File: src/bsc_pkg.sv
// constants and types for the bridge clock and sideband event block
package bsc_pkg;
	localparam int SYS_PERIOD_NS   = 20;
	localparam int PCI_CLK_MAX_MHZ = 33;
	localparam int PCI_MIN_PERIOD_NS = (1000 + PCI_CLK_MAX_MHZ - 1)
		/ PCI_CLK_MAX_MHZ;
	localparam int PCI_MIN_PERIOD_CYC =
		(PCI_MIN_PERIOD_NS / SYS_PERIOD_NS) < 1 ? 1 :
		(PCI_MIN_PERIOD_NS / SYS_PERIOD_NS);
	localparam int ROM_BUS_W       = 8;
	localparam int STRAP_SCLK_BIT  = 5;
	localparam logic [2:0] STRAP_WAIT = 3'h4;
	localparam int PIN_PCLK  = 0;
	localparam int PIN_SCLK  = 1;
	localparam int PIN_SPME  = 2;
	localparam int PIN_LSTAT = 3;
	localparam int PIN_STRAP = 4;
	localparam int PIN_N     = 5;
	localparam logic [PIN_N-1:0] PIN_RST_VAL = 5'h14;
	typedef enum logic {
		STRAP_WAITING,
		STRAP_DONE
	} bsc_strap_st_t;
endpackage

File: src/bsc_evt_flag.sv
// sticky event flag, set wins over clear
`timescale 1ns/1ns
module bsc_evt_flag (
	input  wire logic i_clk_sys,
	input  wire logic i_arst_n,
	input  wire logic i_set,
	input  wire logic i_clr,
	output logic      o_flag
);
	logic flag_q;

	always_ff @(posedge i_clk_sys or negedge i_arst_n) begin
		if (!i_arst_n) begin
			flag_q <= 1'b0;
		end else if (i_set) begin
			flag_q <= 1'b1;
		end else if (i_clr) begin
			flag_q <= 1'b0;
		end
	end

	assign o_flag = flag_q;
endmodule // bsc_evt_flag

File: src/bsc_pin_sync.sv
// three-stage pin synchroniser with edge pulses
`timescale 1ns/1ns
module bsc_pin_sync #(
	parameter logic RST_VAL = 1'b0
) (
	input  wire logic i_clk_sys,
	input  wire logic i_arst_n,
	input  wire logic i_pin,
	output logic      o_level,
	output logic      o_rise,
	output logic      o_fall
);
	logic s1_q;
	logic s2_q;
	logic s3_q;
	logic level_q;

	always_ff @(posedge i_clk_sys or negedge i_arst_n) begin
		if (!i_arst_n) begin
			s1_q <= RST_VAL;
			s2_q <= RST_VAL;
			s3_q <= RST_VAL;
		end else begin
			s1_q <= i_pin;
			s2_q <= s1_q;
			s3_q <= s2_q;
		end
	end

	// change accepted once stages two and three agree
	always_ff @(posedge i_clk_sys or negedge i_arst_n) begin
		if (!i_arst_n) begin
			level_q <= RST_VAL;
		end else if (s2_q == s3_q) begin
			level_q <= s3_q;
		end
	end

	assign o_level = level_q;
	assign o_rise  = !level_q && s2_q && s3_q;
	assign o_fall  = level_q && !s2_q && !s3_q;
endmodule // bsc_pin_sync

File: src/bsc_top.sv
// bridge clock output, hot swap and power event sideband logic
// Summary of operation
// - primary inputs sampled and outputs launched on primary clock rise.
// - secondary inputs sampled and outputs launched on secondary clock rise.
// - both bus clocks may run from stopped up to 12.5 MHz, each phase at least two 20 ns system cycles.
// - secondary clock output follows the primary clock at the same frequency.
// - secondary clock output held low by disable bit or low strap bit 5.
// - local status pin as input gives ejector switch state and LED state.
// - local status pin as output drives the hot swap LED value.
// - hot swap event pulled low on insertion or removal event.
// - hot swap event released once software clears the causing bit.
// - power event pulled low on falling input, allowed state and enable set.
// - power event stays low until status or enable bit is cleared.
// - falling edge of subsystem power event input triggers assertion.
// - primary reset asynchronously clears all event and enable state.
`timescale 1ns/1ns
module bsc_top (
	input  wire logic                         i_clk_sys,
	input  wire logic                         i_arst_n,
	input  wire logic                         i_pri_clk,
	input  wire logic                         i_sec_clk,
	output logic                              o_sec_clk_out,
	input  wire logic                         i_sec_clk_dis,
	input  wire logic [bsc_pkg::ROM_BUS_W-1:0] i_rom_addr_data_bus,
	output logic                              o_sec_clk_strap_off,
	input  wire logic                         i_lstat_i,
	output logic                              o_lstat_o,
	output logic                              o_lstat_oe,
	input  wire logic                         i_lstat_drive,
	input  wire logic                         i_led_on,
	output logic                              o_ejector_open,
	output logic                              o_led_state,
	input  wire logic                         i_hs_evt_en,
	input  wire logic                         i_ins_clr,
	input  wire logic                         i_rem_clr,
	output logic                              o_ins_stat,
	output logic                              o_rem_stat,
	output logic                              o_hs_event_o,
	output logic                              o_hs_event_oe,
	input  wire logic                         i_sec_pme_n,
	input  wire logic                         i_pme_en,
	input  wire logic                         i_pme_state_ok,
	input  wire logic                         i_pme_stat_clr,
	output logic                              o_pme_stat,
	output logic                              o_pme_o,
	output logic                              o_pme_oe
);
	logic [bsc_pkg::PIN_N-1:0] pin_raw;
	logic [bsc_pkg::PIN_N-1:0] pin_lvl;
	logic [bsc_pkg::PIN_N-1:0] pin_rise;
	logic [bsc_pkg::PIN_N-1:0] pin_fall;
	logic                      pri_rise;
	logic                      sec_rise;
	logic                      sclk_q;
	logic                      strap_off_q;
	logic [2:0]                strap_cnt_q;
	bsc_pkg::bsc_strap_st_t    strap_st_q;
	logic                      ej_q;
	logic                      ej_prev_q;
	logic                      led_q;
	logic                      led_oe_q;
	logic                      ins_set;
	logic                      rem_set;
	logic                      ins_q;
	logic                      rem_q;
	logic                      enum_oe_q;
	logic                      pme_smp_q;
	logic                      pme_fall;
	logic                      pme_stat_q;
	logic                      pme_oe_q;

	// every outside pin through a three-stage synchroniser
	assign pin_raw[bsc_pkg::PIN_PCLK]  = i_pri_clk;
	assign pin_raw[bsc_pkg::PIN_SCLK]  = i_sec_clk;
	assign pin_raw[bsc_pkg::PIN_SPME]  = i_sec_pme_n;
	assign pin_raw[bsc_pkg::PIN_LSTAT] = i_lstat_i;
	assign pin_raw[bsc_pkg::PIN_STRAP] =
		i_rom_addr_data_bus[bsc_pkg::STRAP_SCLK_BIT];

	genvar gi;
	generate
		for (gi = 0; gi < bsc_pkg::PIN_N; gi++) begin : g_sync
			bsc_pin_sync #(
				.RST_VAL (bsc_pkg::PIN_RST_VAL[gi])
			) u_sync (
				.i_clk_sys (i_clk_sys),
				.i_arst_n  (i_arst_n),
				.i_pin     (pin_raw[gi]),
				.o_level   (pin_lvl[gi]),
				.o_rise    (pin_rise[gi]),
				.o_fall    (pin_fall[gi])
			);
		end
	endgenerate

	// edge-only timing keeps logic valid with a stopped clock
	assign pri_rise = pin_rise[bsc_pkg::PIN_PCLK];
	assign sec_rise = pin_rise[bsc_pkg::PIN_SCLK];

	// strap caught after release once the synchroniser settles
	always_ff @(posedge i_clk_sys or negedge i_arst_n) begin
		if (!i_arst_n) begin
			strap_st_q  <= bsc_pkg::STRAP_WAITING;
			strap_cnt_q <= 3'h0;
			strap_off_q <= 1'b1;
		end else begin
			case (strap_st_q)
				bsc_pkg::STRAP_WAITING: begin
					strap_cnt_q <= strap_cnt_q + 3'h1;
					if (strap_cnt_q == bsc_pkg::STRAP_WAIT) begin
						strap_off_q <= !pin_lvl[bsc_pkg::PIN_STRAP];
						strap_st_q  <= bsc_pkg::STRAP_DONE;
					end
				end
				bsc_pkg::STRAP_DONE: begin
					strap_cnt_q <= strap_cnt_q;
				end
				default: begin
					strap_st_q <= bsc_pkg::STRAP_WAITING;
				end
			endcase
		end
	end

	// secondary clock copies the primary clock level
	always_ff @(posedge i_clk_sys or negedge i_arst_n) begin
		if (!i_arst_n) begin
			sclk_q <= 1'b0;
		end else begin
			sclk_q <= pin_lvl[bsc_pkg::PIN_PCLK]
				&& !i_sec_clk_dis && !strap_off_q;
		end
	end

	assign o_sec_clk_out       = sclk_q;
	assign o_sec_clk_strap_off = strap_off_q;

	// local status pin, secondary side
	always_ff @(posedge i_clk_sys or negedge i_arst_n) begin
		if (!i_arst_n) begin
			ej_q     <= 1'b0;
			led_q    <= 1'b0;
			led_oe_q <= 1'b0;
		end else if (sec_rise) begin
			led_oe_q <= i_lstat_drive;
			led_q    <= i_led_on;
			if (!led_oe_q) begin
				ej_q <= pin_lvl[bsc_pkg::PIN_LSTAT];
			end
		end
	end

	assign o_lstat_o      = led_q;
	assign o_lstat_oe     = led_oe_q;
	assign o_ejector_open = ej_q;
	assign o_led_state    = led_oe_q ? led_q : ej_q;

	// ejector closing means inserted, opening means removal
	always_ff @(posedge i_clk_sys or negedge i_arst_n) begin
		if (!i_arst_n) begin
			ej_prev_q <= 1'b0;
		end else begin
			ej_prev_q <= ej_q;
		end
	end

	assign ins_set = ej_prev_q && !ej_q;
	assign rem_set = !ej_prev_q && ej_q;

	bsc_evt_flag u_ins_flag (
		.i_clk_sys (i_clk_sys),
		.i_arst_n  (i_arst_n),
		.i_set     (ins_set),
		.i_clr     (i_ins_clr),
		.o_flag    (ins_q)
	);

	bsc_evt_flag u_rem_flag (
		.i_clk_sys (i_clk_sys),
		.i_arst_n  (i_arst_n),
		.i_set     (rem_set),
		.i_clr     (i_rem_clr),
		.o_flag    (rem_q)
	);

	assign o_ins_stat = ins_q;
	assign o_rem_stat = rem_q;

	// hot swap event launched on the primary clock
	always_ff @(posedge i_clk_sys or negedge i_arst_n) begin
		if (!i_arst_n) begin
			enum_oe_q <= 1'b0;
		end else if (pri_rise) begin
			enum_oe_q <= (ins_q || rem_q) && i_hs_evt_en;
		end
	end

	assign o_hs_event_o  = 1'b0;
	assign o_hs_event_oe = enum_oe_q;

	// subsystem power event sampled on the primary clock
	always_ff @(posedge i_clk_sys or negedge i_arst_n) begin
		if (!i_arst_n) begin
			pme_smp_q <= 1'b1;
		end else if (pri_rise) begin
			pme_smp_q <= pin_lvl[bsc_pkg::PIN_SPME];
		end
	end

	assign pme_fall = pri_rise && pme_smp_q
		&& !pin_lvl[bsc_pkg::PIN_SPME];

	bsc_evt_flag u_pme_flag (
		.i_clk_sys (i_clk_sys),
		.i_arst_n  (i_arst_n),
		.i_set     (pme_fall),
		.i_clr     (i_pme_stat_clr),
		.o_flag    (pme_stat_q)
	);

	always_ff @(posedge i_clk_sys or negedge i_arst_n) begin
		if (!i_arst_n) begin
			pme_oe_q <= 1'b0;
		end else if (pri_rise) begin
			if (pme_fall && i_pme_state_ok && i_pme_en) begin
				pme_oe_q <= 1'b1;
			end else if (!pme_stat_q || !i_pme_en) begin
				pme_oe_q <= 1'b0;
			end
		end
	end

	assign o_pme_stat = pme_stat_q;
	assign o_pme_o    = 1'b0;
	assign o_pme_oe   = pme_oe_q;
endmodule // bsc_top

File: config.mk
export PLATFORM = sky130hd
export DESIGN_NAME = bsc_top
export DESIGN_NICKNAME = d
export VERILOG_FILES = /design/src/bsc_pkg.sv /design/src/bsc_evt_flag.sv /design/src/bsc_pin_sync.sv /design/src/bsc_top.sv
export SDC_FILE = /design/constraint.sdc
export NUM_CORES = 1
export LEC_CHECK = 0
export ABC_AREA = 1
export BUFFER_PORTS_ARGS = -buffer_cell sky130_fd_sc_hd__buf_2
export CAP_MARGIN = 20
export CELL_PAD_IN_SITES_DETAIL_PLACEMENT = 1
export CELL_PAD_IN_SITES_GLOBAL_PLACEMENT = 1
export CORE_UTILIZATION = 42
export CTS_CLUSTER_DIAMETER = 100
export CTS_CLUSTER_SIZE = 40
export DETAILED_ROUTE_END_ITERATION = 16
export GPL_TIMING_DRIVEN = 0
export PLACE_DENSITY_LB_ADDON = 0.3
export SETUP_SLACK_MARGIN = 0.1
export SLEW_MARGIN = 20
export SYNTH_ARGS = -nofsm -noshare
export SYNTH_HDL_FRONTEND = slang
export SYNTH_HIERARCHICAL = 1
export SYNTH_SLANG_ARGS = --single-unit
File: constraint.sdc
create_clock -name i_clk_sys -period 1.3 [get_ports i_clk_sys]
set_input_delay 0.39 -clock i_clk_sys [delete_from_list [all_inputs] [get_ports i_clk_sys]]
set_output_delay 0.39 -clock i_clk_sys [all_outputs]
set_load 0.01 [all_outputs]
# After elaboration in Yosys (flattened, before gate mapping)
# Index checks and enable logic that the tools add are counted.
[word_totals]
register_bits = 36
latchBits = 0
ram_bits = 0
rom_bits = 0
input_bits = 23
out_inout_bits = 13
wordCells = 87
memories = 0
[classes]
add_sub_neg = 1
n_mul = 0
div_mod_pow = 0
order_cmp = 0
eq_ne = 6
shifts = 0
n_mux = 12
bitwise = 2
n_reduce_logical = 32
[op_table]
columns = ["cell", "count"]
rows = [
  ["1-bit logical AND", 13],
  ["1-bit two-way mux", 11],
  ["1-bit zero test", 10],
  ["2-bit nonzero test", 4],
  ["2-bit AND reduction", 3],
  ["1-bit == test", 5],
  ["3-bit by 1-bit adder with 3-bit output, second input constant", 1],
  ["3-bit == test, second input constant", 1],
  ["3-bit two-way mux", 1],
  ["1-bit logical OR", 2],
  ["1-bit NOT", 2],
]

# Depth between registers and ports, before layout
# Gate-level depths: netlist of run 1.
[depth]
word_depth = 9
mapped_depth = 6

# Hierarchy
# The synthesis of run 1 kept the hierarchy.
[by_module_without_submodules]
columns = ["mod", "n_inst", "cells_each", "area_each_um2"]
rows = [
  ["bsc_top", 1, 72, 595.6],
  ["bsc_pin_sync at g_sync[0].u_sync ...", 3, 9, 133.9],
  ["bsc_pin_sync at g_sync[2].u_sync ...", 2, 9, 138.9],
  ["bsc_evt_flag", 3, 5, 40.0],
]

# Worst setup path before layout of run 1
# OpenSTA, ideal clock, no wires.
[synth_timing]
kind = "register to output"
start = "register ej_q (netlist: o_ejector_open)"
end = "output o_led_state"
t_arrival_ns = 0.760
setup_slack_ns = 0.150
path_stages_with_launch = 3
n_path_buf = 0
path_cell_list = "dfrtp_1 -> inv_1 -> o21ai_0"
[synth_via]
elab_chain_len = 1
[synth_lines]
columns = ["item", "line", "text"]
rows = [
  ["start, declared", "bsc_top.sv:58", "logic ej_q;"],
  ["start signal, assigned", "bsc_top.sv:148", "ej_q <= pin_lvl[bsc_pkg::PIN_LSTAT];"],
  ["1-bit two-way mux", "bsc_top.sv:156", "assign o_led_state = led_oe_q ? led_q : ej_q;"],
  ["end, declared", "bsc_top.sv:32", "output logic o_led_state,"],
]
# No other way between the ends.

# Final worst setup path of run 1
# Same ends and word-level chain as after synthesis.

==> results of run 1 <==
==> repair_timing <==
item / CTS / global route
buffers inserted: 6 / 4
setup endpoints to repair: 11 / 11
endpoints found under the hold margin: 0 / 0
pin swaps: 0 / 0
hold buffers: 0 / 0
gates resized for setup: 3 / 0
==> final cells by class <==
type / count / area (µm²)
Fill cell: 331 / 1220
Multi-Input combinational cell: 69 / 321.6
Tap cell: 31 / 38.79
Inverter: 18 / 67.56
Buffer: 2 / 15.01
Clock buffer: 8 / 58.81
Sequential cell: 36 / 913.4
Timing Repair Buffer: 36 / 217.7
==> sequential cells by signal, indices dropped and copies added (netlist names) <==
register               cells
u_ins_flag/o_flag          1
g_sync.u_sync/s3_q         5
u_rem_flag/o_flag          1
g_sync.u_sync/o_level      5
o_ejector_open             1
o_sec_clk_strap_off        1
o_sec_clk_out              1
o_lstat_o                  1
g_sync.u_sync/s1_q         5
strap_st_q                 1
o_pme_oe                   1
ej_prev_q                  1
strap_cnt_q                3
g_sync.u_sync/s2_q         5
o_lstat_oe                 1
u_pme_flag/o_flag          1
pme_smp_q                  1
o_hs_event_oe              1
==> metal layers <==
| layer | vias to the layer above | global-route usage [%] |
|---|---|---|
| met5 | - | 0 |
| met4 | 0 | 8.163 |
| met3 | 4 | 4.688 |
| met2 | 26 | 33.83 |
| met1 | 442 | 18.31 |
| li1 | 453 | - |
==> worst reg2reg max path: stages (launching register included) <==
cell and delay (ps):
dfrtp_1 400, nand2_2 80, nor2_2 200, nand2_1 110, nor2_2 100, nand2_1 60
nand2_1 50
==> power groups by stage <==
stage               clock network, mW  logic [mW]  registers, mW
floorplan                           0       0.149           1.42
global placement                    0       0.332           1.38
detailed placement                  0       0.350           1.40
CTS                             0.628       0.464           1.36
global route                    0.672       0.572           1.38
finish                          0.605       0.510           1.36
==> path summary, 6_finish.rpt <==
path	cells after the start	end	startpoint	slack [ps]
setup / recovery	3	o_led_state	o_ejector_open	-110
hold / removal	1	o_lstat_o	i_arst_n	130
setup reg to reg	6	o_pme_oe	g_sync[0].u_sync/s2_q	230
hold reg to reg	0	g_sync[3].u_sync/s2_q	g_sync[3].u_sync/s1_q	360
max in group asynchronous	1	u_pme_flag/o_flag	i_arst_n	690
min in group i_clk_sys	1	g_sync[2].u_sync/s1_q	i_sec_pme_n	160
==> per-stage QoR <==
stage | util, % | hold slack (ps) | worst slack, ps
6_report | 57.24 | 131.4 | -106.5
5_1_grt | 57.24 | 128.1 | -160.4
4_1_cts | 56.18 | 134.3 | -131.5
3_5_place_dp | 52.11 | 340.2 | 182.3
3_3_place_gp | 52.11 | 335.7 | 194.9
2_1_floorplan | - | 94.41 | 149.7
==> out/results.txt, run 1 <==
Worst Tran Pin Value: 763.6 ps
# nets final: 193
first-pass GRT wire length: 4.326 mm
chip height: 57.93 µm
WL met1: 1.019 mm
Startpoint Class: flop
Max IR drop VDD: 0.8543 mV
number of port buffers: 26
final hold violation count: 0
P_sw: 0.6782 mW
non-filler instance count after layout: 200
Num Clock Sinks: 36
Worst-path clk slew: 110 ps
Logic pwr share: 20.6%
drc violations: 5
die area: 3356 µm²
# setup viols final: 4
initial antenna violation count: 0
maximum clock frequency: 711.0 MHz
routed via count: 925
max-cap violations: 0
sequential cell fraction of total power: 55.0%
critical path's top delay family: flip-flops
Post-DP Area: 1486 µm²
CTS buffer count: 5
post-DP HPWL: 1.802 mm
Tmin final: 1406 ps
final WL: 2.593 mm
Placed Instances: 182
clk_lat worst skew: 330 ps
clk_skew: 8.556 ps
Worst Setup End Kind: primary output
DR WL met2: 1.421 mm
Tot Pwr: 2.477 mW
CTS tree: yes
Final Max Slew Viols: 0
setup_tns: -360.0 ps
Rows: 19
RSZ-0062 raised after global routing: yes
Ys Warns: 6
P&R area growth vs syn: 24.29%
overall routing resource usage: 17.93%
PwrDens: 1517 nW/µm²
grt ovf: 0
cell area after layout: 1633 µm²
CP peak stage delay: 400 ps
largest net degree at the start of global routing: 37
type of the worst setup path: reg -> out
most common cell after layout, fill and taps aside: nand2_1
internal power: 1.799 mW
CP max FO: 2
DR pass1 iterations: 10
crit-path cells: inv_1, o21ai_1, buf_2
most frequent cells in the layout: nand2_1 (38), dfrtp_1 (26), buf_2 (24), inv_1 (18), buf_4 (12)
core area: 2853 µm²
Leakage: 0.8588 nW
WP data required: 910 ps
Clk network pwr share: 24.4%
ant diodes: 0
Initial Util: 46.05%
Sw Share: 27.38%
violated checks: design-rule violations, negative setup slack
highest routed layer: met4
layout cells sized above 1: 36.69%
Ports: 36
DRT iter0 DRCs: 25
slowest stage cell on the critical path: dfrtp_1
met3 wire len: 119 µm
Routed wire per std cell: 12.97 µm
Horiz. Die Dim: 57.93 µm
DR vias/cell: 4.625
clk buf depth: 2
Post-DRT Antenna Nets: 0
Rel. slew slack: 49.10%
Root Driver: clkbuf_4
final worst slack: -106.5 ps
H-Tree Depth: 2
vias in the first global route: 1020
outcome: finished with violations
Final GP Congestion: 0.6705
Netlist Area Pre-Place: 1314 µm²
hold crit path type: in -> async
post-synthesis cell count: 124
Critical Path AT: 1020 ps
Mapped Avg Cell Area: 10.59 µm²
Tcrit/Tclk final: 108.2%
Buf/Inv on CP: 2
Note: power is estimated with default switching activity, not from simulation.
==> run 2: changes to the inputs <==
- CORE_UTILIZATION: 42 -> 39
- clock period: 1.3 -> 1.6 ns (I/O delays scaled with it)
==> run 2 against run 1 <==
  * The flow now finishes without violations
  * Routed wire length fell by 15%
  * Non-clock buffer count fell by 6
  * Clock power rose by 54%
  * Sequential share of layout area fell by 1.1 points
  * Clock skew fell by 1.8 ps
  * Via count fell by 2.8%
  * Die area rose by 7.4%
  * Sequential power fell by 18%
  * Final cell count rose by 3.5%
  * Sequential cell count did not move
  * Highest routed layer unchanged
==> out/results.txt, run 2 (synthesized netlist as in run 1, its figures left out) <==
outcome: complete, no violations (was finished with violations)
routed via count: 899 (was 925)
most common cell after layout, fill and taps aside: nand2_1 (unchanged)
Rel. slew slack: 49.41% (was 49.10%)
ant diodes: 0 (unchanged)
Filler cells: 368 (was 331)
CTS tree: yes (unchanged)
first-pass GRT wire length: 3.926 mm (was 4.326 mm)
drc violations: 0 (was 5)
Final Max Slew Viols: 0 (unchanged)
layout cells sized above 1: 35.58% (was 36.69%)
Sw Share: 22.55% (was 27.38%)
max-cap violations: 0 (unchanged)
Worst Setup SP: o_lstat_oe (was o_ejector_open)
setup_tns: 0 ps (was -360.0 ps)
Num Clock Sinks: 36 (unchanged)
cell count of the worst reg-to-reg path: 6 (unchanged)
vias in the first global route: 950 (was 1020)
Rows: 20 (was 19)
PwrDens: 1422 nW/µm² (was 1517 nW/µm²)
type of the worst setup path: reg -> out (unchanged)
final hold violation count: 0 (unchanged)
maximum clock frequency: 670.9 MHz
Placed Instances: 195 (was 182)
clk_skew: 6.718 ps (was 8.556 ps)
CTS buffer count: 5 (unchanged)
DR vias/cell: 4.343 (was 4.625)
post-DP HPWL: 1.598 mm (was 1.802 mm)
DR pass1 iterations: 3 (was 10)
largest net degree at the start of global routing: 37 (unchanged)
Logic pwr share: 13.9% (was 20.6%)
Clk network pwr share: 39.4% (was 24.4%)
# nets final: 187 (was 193)
CP max FO: 3 (was 2)
core area: 3128 µm² (was 2853 µm²)
r2r startpoint: g_sync[0].u_sync/s2_q (unchanged)
Horiz. Die Dim: 60.04 µm (was 57.93 µm)
Tcrit/Tclk final: 93.15%
initial antenna violation count: 0 (unchanged)
P_sw: 0.5342 mW (was 0.6782 mW)
worst reg2reg endpoint: o_pme_oe (unchanged)
WP data required: 1120 ps (was 910 ps)
Final GP Congestion: 0.6734 (was 0.6705)
Ports: 36 (unchanged)
overall routing resource usage: 15.17% (was 17.93%)
clk buf depth: 2 (unchanged)
Routed wire per std cell: 10.66 µm (was 12.97 µm)
final WL: 2.206 mm (was 2.593 mm)
Root Driver: clkbuf_4 (unchanged)
Tmin final: 1490 ps
clk_lat worst skew: 320 ps (was 330 ps)
chip height: 60.04 µm (was 57.93 µm)
r2r setup slk: 560 ps (was 230 ps)
DRT iter0 DRCs: 17 (was 25)
P&R area growth vs syn: 26.86% (was 24.29%)
number of port buffers: 26 (unchanged)
internal power: 1.835 mW (was 1.799 mW)
Post-DP Area: 1503 µm² (was 1486 µm²)
non-filler instance count after layout: 207 (was 200)
die area: 3605 µm² (was 3356 µm²)
Max IR drop VDD: 0.6606 mV (was 0.8543 mV)
Critical Path AT: 1010 ps (was 1020 ps)
Worst Tran Pin Value: 758.9 ps (was 763.6 ps)
Post-DRT Antenna Nets: 0 (unchanged)
Leakage: 0.8588 nW (about the same)
Worst Setup End Kind: primary output (unchanged)
sequential cell fraction of total power: 46.7% (was 55.0%)
RSZ-0062 raised after global routing: yes (unchanged)
# setup viols final: 0 (was 4)
cell area after layout: 1667 µm² (was 1633 µm²)
CTS Hold Bufs: 0 (unchanged)
H-Tree Depth: 2 (unchanged)
hold crit path type: in -> async (unchanged)
Startpoint Class: flop (unchanged)
most frequent cells in the layout: nand2_1 (38), dfrtp_1 (26), buf_2 (25), inv_1 (18), dfstp_2 (10) (was nand2_1 (38), dfrtp_1 (26), buf_2 (24), inv_1 (18), buf_4 (12))
Tot Pwr: 2.369 mW (was 2.477 mW)
Initial Util: 42.00% (was 46.05%)
grt ovf: 0 (unchanged)
Worst-path clk slew: 100 ps (was 110 ps)
[run 2: changes by cell type in the layout (fill, tap and decap cells not counted)]
cell / change
clkbuf_8: -1
buf_2: +1
buf_4: -6
buf_6: -1
bufinv_16: +3
clkbuf_1: -2
[run 2: final cells by class]
class,instances,area [µm²],area share (%)
Tap cell,44,55.05,3.303
Clock inverter,3,90.09,5.405
Buffer,2,15.01,0.9009
Inverter,18,67.56,4.054
Clock buffer,5,37.54,2.252
Multi-Input combinational cell,69,321.6,19.29
Timing Repair Buffer,30,166.4,9.985
Sequential cell,36,913.4,54.80
[run 2: routing by layer]
layer | track usage [%] | up-vias | share of wire (%)
met4 | 5.980 | 0 | 0.77
met3 | 4.545 | 2 | 4.7
met1 | 16.15 | 431 | 42
met2 | 27.78 | 23 | 52
li1 | - | 443 | -
met5 | 0 | - | 0
[run 2: power groups by stage]
stage,sequential (mW),combinational [mW],clock (mW)
6_report,1.11,0.329,0.933
4_1_cts,1.11,0.337,0.961
5_1_grt,1.13,0.385,0.993
2_1_floorplan,1.15,0.121,0
3_5_place_dp,1.13,0.281,0
3_3_place_gp,1.12,0.271,0
[run 2: how the worst max path moves through the flow]
stage | cells past startpoint | end
final | 2 | o_led_state
after global placement | 3 | o_led_state
after CTS | 3 | o_led_state
after detailed placement | 3 | o_led_state
after floorplan | 2 | o_led_state
after global routing | 2 | o_led_state
[run 2: critical path, cell delays in order (launching register included)]
cell and delay [ps]:
dfrtp_1 410, o21ai_1 140, buf_2 150
[run 2: per-stage QoR]
stage	util [%]	hold slack, ps	worst slack, ps
6_report	53.28	219.3	109.6
5_1_grt	53.28	207.5	53.28
4_1_cts	53.28	218.5	85.72
3_5_place_dp	48.04	336.4	355.9
3_3_place_gp	48.04	331.7	393.4
2_1_floorplan	-	184.4	359.7
[run 2: repair_timing]
action                                  in CTS  in global routing
hold endpoints to repair                     0                  0
buffers inserted                             4                  0
pin swaps                                    1                  1
endpoints found under the setup margin       2                  4
resized for setup                            2                  0
==> run 3: changes to the inputs <==
- CORE_MARGIN: default -> 3
==> run 3 against run 2 <==
  * Power decreased by 12%
  * Combinational power up 3%
  * Final cell count decreased by 0.48%
  * Sequential cell count unchanged
  * Largest cell class unchanged
==> out/results.txt, run 3 (synthesized netlist as in run 1, its figures left out) <==
r2r setup slk: 550 ps (was 560 ps)
CP max FO: 2 (was 3)
Rows: 20 (unchanged)
Tmin final: 1560 ps (was 1490 ps)
Post-DP Area: 1503 µm² (unchanged)
Initial Util: 42.00% (unchanged)
type of the worst setup path: reg -> out (unchanged)
Tcrit/Tclk final: 97.48% (was 93.15%)
layout cells sized above 1: 36.42% (was 35.58%)
DRT iter0 DRCs: 9 (was 17)
ant diodes: 0 (unchanged)
Horiz. Die Dim: 64.04 µm (was 60.04 µm)
clk_skew: 9.777 ps (was 6.718 ps)
hold_ws: 203.9 ps (was 219.3 ps)
CTS buffer count: 5 (unchanged)
# nets final: 186 (was 187)
Max IR drop VDD: 0.6424 mV (was 0.6606 mV)
Tot Pwr: 2.080 mW (was 2.369 mW)
CTS Hold Bufs: 0 (unchanged)
Critical Path AT: 1080 ps (was 1010 ps)
WP data required: 1120 ps (about the same)
most common cell after layout, fill and taps aside: nand2_1 (unchanged)
initial antenna violation count: 0 (unchanged)
Final GP Congestion: 0.7149 (was 0.6734)
non-filler instance count after layout: 206 (was 207)
DR pass1 iterations: 3 (unchanged)
Worst Tran Pin Value: 774.0 ps (was 758.9 ps)
number of port buffers: 26 (unchanged)
DR vias/cell: 4.379 (was 4.343)
P&R area growth vs syn: 22.95% (was 26.86%)
post-DP HPWL: 1.688 mm (was 1.598 mm)
Placed Instances: 195 (unchanged)
Num Clock Sinks: 36 (unchanged)
max-cap violations: 0 (unchanged)
cell count of the worst reg-to-reg path: 6 (unchanged)
largest net degree at the start of global routing: 37 (unchanged)
core area: 3128 µm² (unchanged)
Ports: 36 (unchanged)
routed via count: 902 (was 899)
cell area after layout: 1615 µm² (was 1667 µm²)
crit path to: o_led_state (unchanged)
Root Driver: clkbuf_4 (unchanged)
chip height: 64.04 µm (was 60.04 µm)
maximum clock frequency: 641.2 MHz (was 670.9 MHz)
die area: 4101 µm² (was 3605 µm²)
worst reg2reg endpoint: o_pme_oe (unchanged)
final worst slack: 40.33 ps (was 109.6 ps)
hold crit path type: in -> async (unchanged)
RSZ-0062 raised after global routing: yes (unchanged)
CTS tree: yes (unchanged)
Leakage: 0.8305 nW (was 0.8588 nW)
Rel. slew slack: 48.40% (was 49.41%)
Worst Setup SP: o_ejector_open (was o_lstat_oe)
drc violations: 0 (unchanged)
Final Max Slew Viols: 0 (unchanged)
vias in the first global route: 994 (was 950)
Worst Setup End Kind: primary output (unchanged)
clk_lat worst skew: 330 ps (was 320 ps)
final WL: 2.422 mm (was 2.206 mm)
clk buf depth: 2 (unchanged)
most frequent cells in the layout: nand2_1 (38), dfrtp_1 (26), buf_2 (25), inv_1 (17), dfstp_2 (10) (was nand2_1 (38), dfrtp_1 (26), buf_2 (25), inv_1 (18), dfstp_2 (10))
Routed wire per std cell: 11.76 µm (was 10.66 µm)
grt ovf: 0 (unchanged)
final hold violation count: 0 (unchanged)
outcome: complete, no violations (unchanged)
r2r startpoint: g_sync[0].u_sync/s2_q (unchanged)
H-Tree Depth: 2 (unchanged)
first-pass GRT wire length: 4.284 mm (was 3.926 mm)
Worst-path clk slew: 110 ps (was 100 ps)
Post-DRT Antenna Nets: 0 (unchanged)
PwrDens: 1288 nW/µm² (was 1422 nW/µm²)
overall routing resource usage: 13.93% (was 15.17%)
DP Worst Slack: 389.2 ps (was 355.9 ps)
# setup viols final: 0 (unchanged)
Startpoint Class: flop (unchanged)
## run 3: metrics by stage
stage / setup TNS, ps / util (%)
after floorplan: 0 / -
after global placement: 0 / 48.04
after detailed placement: 0 / 48.04
after CTS: 0 / 51.64
after global routing: -18.59 / 51.64
final: 0 / 51.64
## run 3: layout make-up
cell class | count | area, µm²
Timing Repair Buffer | 29 | 158.9
Fill cell | 369 | 1513
Sequential cell | 36 | 913.4
Clock inverter | 3 | 42.54
Inverter | 18 | 67.56
Multi-Input combinational cell | 69 | 325.3
Tap cell | 44 | 55.05
Clock buffer | 5 | 37.54
Buffer | 2 | 15.01
## run 3: repair_timing
item	in CTS	in global routing
endpoints found under the setup margin	2	3
cloned	0	0
pin swaps	1	0
setup buffers	3	0
gates resized for setup	4	0
## run 3: critical path: stages, from the launching register on
cell     delay [ps]
dfrtp_1         390
inv_2            50
o21ai_2         140
buf_2           170
## run 3: routing by layer
layer | GRT usage, % | up-vias | routed length [µm]
li1 | - | 445 | -
met1 | 13.81 | 429 | 951
met2 | 25.55 | 26 | 1272
met3 | 6.503 | 2 | 179
met4 | 4.043 | 0 | 19
met5 | 0 | - | 0
## run 3: worst min-delay path by stage
stage | startpoint | to | slack (ps) | depth (start not counted)
finish | i_arst_n | u_pme_flag/o_flag | 200 | 1
global route | i_rom_addr_data_bus[5] | g_sync[4].u_sync/s1_q | 210 | 1
CTS | i_rom_addr_data_bus[5] | g_sync[4].u_sync/s1_q | 220 | 1
detailed placement | g_sync[0].u_sync/s1_q | g_sync[0].u_sync/s2_q | 340 | 0
global placement | g_sync[1].u_sync/s1_q | g_sync[1].u_sync/s2_q | 330 | 0
floorplan | i_arst_n | ej_prev_q | 180 | 0
## run 3: report_power, final
group / total, mW / leakage (nW) / switching, mW / internal [mW]
combinational: 0.339 / 0.377 / 0.188 / 0.151
sequential: 1.11 / 0.413 / 0.0748 / 1.04
clock: 0.629 / 0.0412 / 0.303 / 0.326
